--- src/inc/conv_ctrl_defines.vh ---
// constants for the conversion control pin logic
`ifndef CONV_CTRL_DEFINES_VH
`define CONV_CTRL_DEFINES_VH
`define CR_RESET_VALUE      32'h0000_03FF
`define CR_SEQ_BIT          23
`define CR_CLOCK_SOURCE_BIT_BIT       11
`define CR_SPAN_A_BIT       26
`define ADDR_CONTROL        12'h000
`define ADDR_PINS           12'h004
`define ADDR_STATUS         12'h008
`define ADDR_COUNT_A        12'h00C
`define ADDR_COUNT_B        12'h010
`define ADDR_COUNT_C        12'h014
`define ADDR_RESULT         12'h018
`define PIN_CFG_SRC         0
`define PIN_SPAN            1
`define PIN_WIDTH           2
`define PIN_HBF             3
`define ST_CONV_A           0
`define ST_CONV_B           1
`define ST_CONV_C           2
`define ST_POWERED          3
`define ST_EXT_CLK          4
`define ST_SPAN_A           5
`define ST_BYTE_PHASE       6
`define CONV_TIME_NS        32'd1000
`define CLK_PERIOD_NS       32'd4
`define RESET_MIN_NS        32'd50
`endif

--- src/core/conv_ctrl.v ---
// conversion control pin logic of a six-channel converter, with an apb register view
//
// The implementer's own choices: the register addresses and the APB register port.
`timescale 1ns/1ns
`include "conv_ctrl_defines.vh"
module conv_ctrl #(
   parameter CONV_CYCLES = (`CONV_TIME_NS + `CLK_PERIOD_NS - 1) / `CLK_PERIOD_NS
) (
   // apb clock and reset
   input  wire        pclk,
   input  wire        presetn,
   // apb slave
   input  wire        psel,
   input  wire        penable,
   input  wire        pwrite,
   input  wire [11:0] paddr,
   input  wire [31:0] pwdata,
   output reg  [31:0] prdata,
   output reg         pready,
   output reg         pslverr,
   // converter control pins
   input  wire        pair_a_start,
   input  wire        pair_b_start,
   input  wire        pair_c_start,
   input  wire        sleep_n,
   input  wire        device_reset,
   input  wire        config_source_select,
   input  wire        span_clock_pin,
   input  wire        word_byte_select,
   input  wire        high_byte_first_select,
   // result read strobe
   input  wire        result_read,
   // status outputs
   output reg         busy_a,
   output reg         busy_b,
   output reg         busy_c,
   output reg         powered,
   output reg         external_clock_active,
   output reg         span_a_wide,
   output reg  [15:0] parallel_data_lines
);
   localparam RESET_MIN_CYCLES = (`RESET_MIN_NS + `CLK_PERIOD_NS - 1) / `CLK_PERIOD_NS;

   // synchronised pins
   wire [2:0] start_sync;
   wire       sleep_n_sync;
   wire       reset_sync;
   pin_sync #(.WIDTH(5), .INIT(5'b01000)) u_sync (
      .pclk     (pclk),
      .presetn  (presetn),
      .async_in ({device_reset, sleep_n, pair_c_start, pair_b_start, pair_a_start}),
      .sync_out ({reset_sync, sleep_n_sync, start_sync})
   );

   // edge detection on the synchronised starts
   reg  [2:0] start_prev_reg;
   wire [2:0] start_rise = start_sync & ~start_prev_reg;
   always @(posedge pclk or negedge presetn) begin
      if (!presetn) begin
         start_prev_reg <= 3'b000;
      end else begin
         start_prev_reg <= start_sync;
      end
   end

   // reset pulse width check
   reg [7:0] reset_len_reg;
   reg       reset_short_reg;
   always @(posedge pclk or negedge presetn) begin
      if (!presetn) begin
         reset_len_reg   <= 8'h00;
         reset_short_reg <= 1'b0;
      end else if (reset_sync) begin
         if (reset_len_reg != 8'hFF) begin
            reset_len_reg <= reset_len_reg + 8'h01;
         end
      end else begin
         if (reset_len_reg != 8'h00) begin
            reset_short_reg <= (reset_len_reg < RESET_MIN_CYCLES[7:0]);
         end
         reset_len_reg <= 8'h00;
      end
   end

   // control register
   reg  [31:0] control_register;
   wire        apb_write = psel && penable && pwrite;
   wire        apb_read  = psel && penable && !pwrite;
   wire        sw_mode   = config_source_select;
   wire        seq_mode  = control_register[`CR_SEQ_BIT];
   always @(posedge pclk or negedge presetn) begin
      if (!presetn) begin
         control_register <= `CR_RESET_VALUE;
      end else if (reset_sync) begin
         control_register <= `CR_RESET_VALUE;
      end else if (apb_write && paddr == `ADDR_CONTROL && sw_mode) begin
         control_register <= pwdata;
      end
   end

   // start routing per pair
   reg [2:0] pair_go;
   always @* begin
      pair_go = 3'b000;
      if (!sw_mode) begin
         pair_go = start_rise;
      end else if (seq_mode) begin
         pair_go = start_rise;
      end else begin
         pair_go = {3{start_rise[0]}};
      end
   end

   // the three converter pairs
   wire [2:0]  pair_busy;
   wire [2:0]  pair_done;
   wire [47:0] pair_count;
   genvar p;
   generate
      for (p = 0; p < 3; p = p + 1) begin : g_pair
         pair_converter #(.CYCLES(CONV_CYCLES)) u_pair (
            .pclk    (pclk),
            .presetn (presetn),
            .start   (pair_go[p]),
            .abort   (reset_sync),
            .enable  (sleep_n_sync),
            .busy    (pair_busy[p]),
            .done    (pair_done[p]),
            .count   (pair_count[16*p+15:16*p])
         );
      end
   endgenerate

   // mode-dependent pin functions
   wire ext_clk_next = sw_mode && control_register[`CR_CLOCK_SOURCE_BIT_BIT];
   // a cleared bit or a low pin selects the wide four-times span
   wire span_next    = sw_mode ? !control_register[`CR_SPAN_A_BIT]
                               : !span_clock_pin;

   // result output: word or byte pairs
   reg [15:0] result_reg;
   reg        byte_phase_reg;
   reg [15:0] data_next;
   always @* begin
      data_next = parallel_data_lines;
      if (!word_byte_select) begin
         data_next = result_reg;
      end else if (byte_phase_reg ^ high_byte_first_select) begin
         data_next = {result_reg[15:8], 8'h00};
      end else begin
         data_next = {result_reg[7:0], 8'h00};
      end
   end

   always @(posedge pclk or negedge presetn) begin
      if (!presetn) begin
         result_reg     <= 16'h0000;
         byte_phase_reg <= 1'b0;
      end else begin
         if (pair_done[0]) begin
            result_reg     <= pair_count[15:0];
            byte_phase_reg <= 1'b0;
         end else if (result_read && word_byte_select) begin
            byte_phase_reg <= ~byte_phase_reg;
         end
      end
   end

   // registered outputs
   always @(posedge pclk or negedge presetn) begin
      if (!presetn) begin
         busy_a                <= 1'b0;
         busy_b                <= 1'b0;
         busy_c                <= 1'b0;
         powered               <= 1'b0;
         external_clock_active <= 1'b0;
         span_a_wide           <= 1'b0;
         parallel_data_lines   <= 16'h0000;
      end else begin
         busy_a                <= pair_busy[0];
         busy_b                <= pair_busy[1];
         busy_c                <= pair_busy[2];
         powered               <= sleep_n_sync;
         external_clock_active <= ext_clk_next && sleep_n_sync;
         span_a_wide           <= span_next;
         parallel_data_lines   <= data_next;
      end
   end

   // apb read mux
   reg [31:0] rd_next;
   reg        err_next;
   always @* begin
      rd_next  = 32'h0000_0000;
      err_next = 1'b0;
      case (paddr)
         `ADDR_CONTROL: rd_next = control_register;
         `ADDR_PINS:    rd_next = {28'h000_0000, high_byte_first_select,
                                   word_byte_select, span_clock_pin, config_source_select};
         `ADDR_STATUS:  rd_next = {24'h00_0000, reset_short_reg, byte_phase_reg, span_a_wide,
                                   external_clock_active, powered, pair_busy};
         `ADDR_COUNT_A: rd_next = {16'h0000, pair_count[15:0]};
         `ADDR_COUNT_B: rd_next = {16'h0000, pair_count[31:16]};
         `ADDR_COUNT_C: rd_next = {16'h0000, pair_count[47:32]};
         `ADDR_RESULT:  rd_next = {16'h0000, result_reg};
         default:       err_next = 1'b1;
      endcase
      if (pwrite && paddr != `ADDR_CONTROL) begin
         err_next = 1'b1;
      end
   end

   // apb answer: no wait state, pready pulses in the first access cycle
   always @(posedge pclk or negedge presetn) begin
      if (!presetn) begin
         prdata  <= 32'h0000_0000;
         pready  <= 1'b0;
         pslverr <= 1'b0;
      end else begin
         pready  <= psel && !penable;
         pslverr <= psel && !penable && err_next;
         if (psel && !penable && !pwrite) begin
            prdata <= rd_next;
         end
      end
   end
endmodule // conv_ctrl

--- src/core/pin_sync.v ---
// two-flop synchroniser bank for asynchronous control pins
`timescale 1ns/1ns
module pin_sync #(
   parameter WIDTH = 4,
   parameter [WIDTH-1:0] INIT = {WIDTH{1'b0}}
) (
   // clock and reset
   input  wire             pclk,
   input  wire             presetn,
   // pins
   input  wire [WIDTH-1:0] async_in,
   output wire [WIDTH-1:0] sync_out
);
   genvar i;
   generate
      for (i = 0; i < WIDTH; i = i + 1) begin : g_bit
         reg meta_reg;
         reg sync_reg;
         always @(posedge pclk or negedge presetn) begin
            if (!presetn) begin
               meta_reg <= INIT[i];
               sync_reg <= INIT[i];
            end else begin
               meta_reg <= async_in[i];
               sync_reg <= meta_reg;
            end
         end
         assign sync_out[i] = sync_reg;
      end
   endgenerate
endmodule // pin_sync

--- src/core/pair_converter.v ---
// one channel pair: busy timer started by a start pulse, abortable
`timescale 1ns/1ns
module pair_converter #(
   parameter CYCLES = 250,
   parameter CW     = 16
) (
   // clock and reset
   input  wire          pclk,
   input  wire          presetn,
   // control
   input  wire          start,
   input  wire          abort,
   input  wire          enable,
   // status
   output reg           busy,
   output reg           done,
   output reg  [15:0]   count
);
   reg [CW-1:0] timer_reg;
   always @(posedge pclk or negedge presetn) begin
      if (!presetn) begin
         busy      <= 1'b0;
         done      <= 1'b0;
         timer_reg <= {CW{1'b0}};
         count     <= 16'h0000;
      end else begin
         done <= 1'b0;
         if (abort || !enable) begin
            busy      <= 1'b0;
            timer_reg <= {CW{1'b0}};
         end else if (busy) begin
            if (timer_reg == CYCLES - 1) begin
               busy  <= 1'b0;
               done  <= 1'b1;
               count <= count + 16'h0001;
            end
            timer_reg <= timer_reg + {{(CW-1){1'b0}}, 1'b1};
         end else if (start) begin
            busy      <= 1'b1;
            timer_reg <= {CW{1'b0}};
         end
      end
   end
endmodule // pair_converter

--- config.mk ---
export PLATFORM = sky130hd
export DESIGN_NAME = conv_ctrl
export DESIGN_NICKNAME = d
export VERILOG_FILES = /design/src/core/conv_ctrl.v /design/src/core/pin_sync.v /design/src/core/pair_converter.v
export VERILOG_INCLUDE_DIRS = /design/src /design/src/inc
export SDC_FILE = /design/constraint.sdc
export NUM_CORES = 1
export LEC_CHECK = 0
export BUFFER_PORTS_ARGS = -buffer_cell sky130_fd_sc_hd__buf_2
export CORE_MARGIN = 1.5
export CORE_UTILIZATION = 47
export CTS_CLUSTER_SIZE = 24
export DETAILED_ROUTE_END_ITERATION = 8
export PLACE_DENSITY = 0.65
export SETUP_SLACK_MARGIN = 0.2
export SLEW_MARGIN = 15
export SYNTH_ARGS = -nofsm -noshare
export SYNTH_HDL_FRONTEND = slang
export SYNTH_SLANG_ARGS = --single-unit
--- constraint.sdc ---
create_clock -name pclk -period 3.61 [get_ports pclk]
set_input_delay 0.722 -clock pclk [delete_from_list [all_inputs] [get_ports pclk]]
set_output_delay 0.722 -clock pclk [all_outputs]
set_load 0.03 [all_outputs]
==> impl_metrics.sql <==
INSERT INTO impl_metrics (metric_group, metric, value, unit) VALUES
('synth', 'synth.net_count', '1018', ''),
('grt', 'grt_pass1_wl', '42700', 'µm'),
('grt', 'grt_antenna_before_repair', '0', ''),
('cts', 'numClockSinks', '227', ''),
('layout', 'antennaDiodeCount', '0', ''),
('cts', 'clk_pin_slew_worst_paths', '0.06', 'ns'),
('timing', 'grt_setup_unrepaired', 'false', ''),
('synth', 'syn-mean-instance-area', '11.1', 'µm²'),
('setup_path', 'required_time_worst_endpoint', '4.03', 'ns'),
('die', 'floorplan.die_area', '0.0233', 'mm²'),
('grt', 'grt_start_max_net_pins', '77', ''),
('layout', 'layout.cells.most_common', 'sky130_fd_sc_hd__dfrtp_1', ''),
('setup_path', 'launching_element_type_of_the_critical_path', 'flip-flop', ''),
('die', 'design.core.area', '0.0219', 'mm²'),
('die', 'initial_standard_cell_utilization_of_the_core', '48.1', '%'),
('routing', 'sum_of_routed_wire_length_over_all_layers', '26400', 'µm'),
('synth', 'yosys_register_bits', '227', ''),
('pwr', 'power-per-cell-area', '460', 'mW/mm²'),
('grt', 'gr-total-overflow', '0', ''),
('timing', 'clock.fmax', '421', 'MHz'),
('timing', 'tightest_slew', '1.01', 'ns'),
('timing', 'timing.slew.headroom', '32.2', '%'),
('grt', 'first_global_vias', '7793', ''),
('job', 'max-cap-violations', '0', ''),
('grt', 'grt.met2_usage', '34.5', '%'),
('die', 'floorplan.die.width', '153', 'µm'),
('placed_design', 'globalplace.congestion', '0.838', ''),
('cts', 'ctsLongestPathBuffers', '3', ''),
('timing', 'timing.final.hold_violations', '0', ''),
('pwr', 'vdd_drop_max', '0.000279', 'V'),
('cts', 'tritoncts_clock_tree', 'yes', ''),
('routing', 'wl_per_cell', '19.7', 'µm'),
('synth', 'syn_area', '0.0105', 'mm²'),
('min_path', 'worstHoldPathType', 'in -> async', ''),
('die', 'die_height', '153', 'µm'),
('layout', 'design.final.nets', '1115', ''),
('placed_design', 'buffer_ports.inserted', '114', ''),
('layout', 'utilization', '56.0', '%'),
('routing', 'drt.antenna.violating_nets', '0', ''),
('cts', 'ctsRootBufferMaster', 'sky130_fd_sc_hd__clkbuf_16', ''),
('synth', 'netlist.top_cell.by_area', 'sky130_fd_sc_hd__dfrtp_1', ''),
('timing', 'fin_clk_skew', '0.00615', 'ns'),
('cts', 'h_tree_depth', '1', ''),
('cts', 'insertion_delay', '0.51', 'ns'),
('grt', 'grtUsageMet3', '4.18', '%'),
('timing', 'finalSetupTns', '0', 'ns'),
('routing', 'detail_route.drc_violations', '0', ''),
('synth', 'dominantRegCellSynth', 'sky130_fd_sc_hd__dfrtp_1', ''),
('synth', 'count_of_flip_flops_with_a_built_in_enable_after_synthesis', '0', ''),
('pwr', 'p_leak', '5.68', 'nW'),
('cts', 'post_cts_buffers', '0', ''),
('synth', 'synth_cell_types', '63', ''),
('setup_path', 'critPathArrivalTime', '2.79', 'ns'),
('setup_path', 'end_kind', 'flip-flop', ''),
('synth', 'synthCells', '947', ''),
('routing', 'routed_via_density', '5.96', ''),
('timing', 'slew_viol_final', '0', ''),
('layout', 'fraction_of_final_layout_cells_with_drive_strength_greater_than_1', '21.9', '%'),
('setup_path', 'worstPathMaxFanout', '17', ''),
('synth', 'synth_sequential_area_ratio', '54.1', '%'),
('setup_path', 'worst-setup-path-type', 'reg -> reg', ''),
('cts', 'cts.hold.buffers_added', '0', ''),
('grt', 'global_route.usage.total', '22.7', '%'),
('routing', 'drt_pass1_iterations', '5', ''),
('placed_design', 'dp_hpwl', '18400', 'µm'),
('layout', 'most_frequent_cells_in_the_layout', 'sky130_fd_sc_hd__dfrtp_1, sky130_fd_sc_hd__buf_2, sky130_fd_sc_hd__nand2_1', ''),
('outcome', 'run_status', 'finished clean', ''),
('cts', 'post_cts_resize_count', '0', ''),
('timing', 'final_setup_viols', '0', ''),
('timing', 'period_needed', '2.38', 'ns'),
('cts', 'tritoncts.num_buffers', '25', ''),
('synth', 'synth-async-reset-ratio', '100', '%'),
('die', 'ios', '115', ''),
('synth', 'netlist_top_cells_area', 'sky130_fd_sc_hd__dfrtp_1, sky130_fd_sc_hd__a22o_1, sky130_fd_sc_hd__dfstp_2', ''),
('synth', 'synth_top_area_share', '51.1', '%'),
('layout', 'final.fill_count', '1916', ''),
('grt', 'globalRoute.busiestLayer', 'met2', ''),
('synth', 'yosys_warnings', '0', ''),
('layout', 'area.growth.synth_to_final', '16.4', '%'),
('die', 'core.rowCount', '54', ''),
('routing', 'num_vias', '8000', ''),
('grt', 'met1_usage', '32.9', '%'),
('timing', 'period_share', '65.8', '%'),
('routing', 'drt_first_iter_violations', '576', '');
-- final timing paths --
path / startpoint / endpoint / slack, ns / depth (start not counted)
max: u_sync.g_bit[4].sync_reg$_DFF_PN0_ / g_pair[0].u_pair.timer_reg[3]$_DFFE_PN0P_ / 1.23 / 4
min reg2reg: u_sync.g_bit[1].meta_reg$_DFF_PN0_ / u_sync.g_bit[1].sync_reg$_DFF_PN0_ / 0.35 / 0
min: presetn / g_pair[2].u_pair.count[14]$_DFFE_PN0P_ / 0.19 / 1
max reg2reg: u_sync.g_bit[4].sync_reg$_DFF_PN0_ / g_pair[0].u_pair.timer_reg[3]$_DFFE_PN0P_ / 1.23 / 4
min in group pclk: sleep_n / u_sync.g_bit[3].meta_reg$_DFF_PN1_ / 0.31 / 1
max in group asynchronous: presetn / u_sync.g_bit[3].sync_reg$_DFF_PN1_ / 2.56 / 2
-- synth_stat cells (7+ instances only) --
cell / instances
sky130_fd_sc_hd__a21o_1: 9
sky130_fd_sc_hd__a21oi_1: 8
sky130_fd_sc_hd__a22o_1: 38
sky130_fd_sc_hd__a22oi_1: 13
sky130_fd_sc_hd__a31oi_1: 32
sky130_fd_sc_hd__and2_1: 8
sky130_fd_sc_hd__and3_1: 21
sky130_fd_sc_hd__and4_1: 10
sky130_fd_sc_hd__clkbuf_1: 47
sky130_fd_sc_hd__dfrtp_1: 215
sky130_fd_sc_hd__dfstp_2: 12
sky130_fd_sc_hd__ha_1: 12
sky130_fd_sc_hd__inv_1: 28
sky130_fd_sc_hd__mux2_2: 27
sky130_fd_sc_hd__mux2i_1: 19
sky130_fd_sc_hd__mux4_2: 7
sky130_fd_sc_hd__nand2_1: 73
sky130_fd_sc_hd__nand3_1: 32
sky130_fd_sc_hd__nand3b_1: 8
sky130_fd_sc_hd__nand4_1: 32
sky130_fd_sc_hd__nor2_1: 28
sky130_fd_sc_hd__nor2b_1: 15
sky130_fd_sc_hd__nor3_1: 21
sky130_fd_sc_hd__nor4_1: 15
sky130_fd_sc_hd__o21ai_0: 52
sky130_fd_sc_hd__o221ai_1: 11
sky130_fd_sc_hd__o22a_1: 10
sky130_fd_sc_hd__o2bb2ai_1: 8
sky130_fd_sc_hd__xnor2_1: 33
sky130_fd_sc_hd__xor2_1: 17
-- worst max-delay path: stages, from the launching register on --
cell,delay (ns)
sky130_fd_sc_hd__dfrtp_1,0.61
sky130_fd_sc_hd__nand2b_1,0.42
sky130_fd_sc_hd__nor3_1,0.88
sky130_fd_sc_hd__o21ai_0,0.22
sky130_fd_sc_hd__o21ai_0,0.14
-- stage by stage --
step | std cells | setup slack, ns | instance area [µm²] | hold WS (ns) | power (mW)
floorplan | 947 | 1.46 | 10500 | 0.331 | 2.76
global placement | 1297 | 1.00 | 11300 | 0.334 | 2.91
detailed placement | 1297 | 0.860 | 11300 | 0.335 | 2.91
CTS | 1342 | 1.24 | 12300 | 0.209 | 5.69
global route | 1342 | 0.974 | 12300 | 0.221 | 5.84
finish | 1342 | 1.23 | 12300 | 0.188 | 5.64
-- per-layer routing --
layer | up-vias | share of wire (%)
li1 | 3721 | -
met1 | 3971 | 45
met2 | 263 | 45
met3 | 45 | 6.6
met4 | 0 | 2.6
met5 | - | 0
-- power breakdown --
part	switching, mW	internal, mW
sequential	0.0298	2.57
clock	1.02	1.76
combinational	0.172	0.0889
total	1.22	4.42
-- kinds of logic after synthesis --
| family | count (synthesis) | share of synthesized area [%] |
|---|---|---|
| mux | 53 | 6.19 |
| fa+ha+maj | 12 | 1.43 |
| buf+inv | 84 | 3.15 |
| compound gates | 222 | 14.9 |
| simple gates | 299 | 16.0 |
| xor+xnor | 50 | 4.16 |
| flops | 227 | 54.1 |
-- cell type report --
| type | instances | area, µm² | share of cell area [%] |
|---|---|---|---|
| sequential | 227 | 5700 | 46.5 |
| multi-input combinational | 636 | 4510 | 36.8 |
| timing repair buffer | 125 | 688 | 5.62 |
| clock buffer | 31 | 678 | 5.54 |
| tap | 280 | 350 | 2.86 |
| clock inverter | 14 | 223 | 1.82 |
| inverter | 29 | 109 | 0.889 |
(Power assumes the default switching activity.)
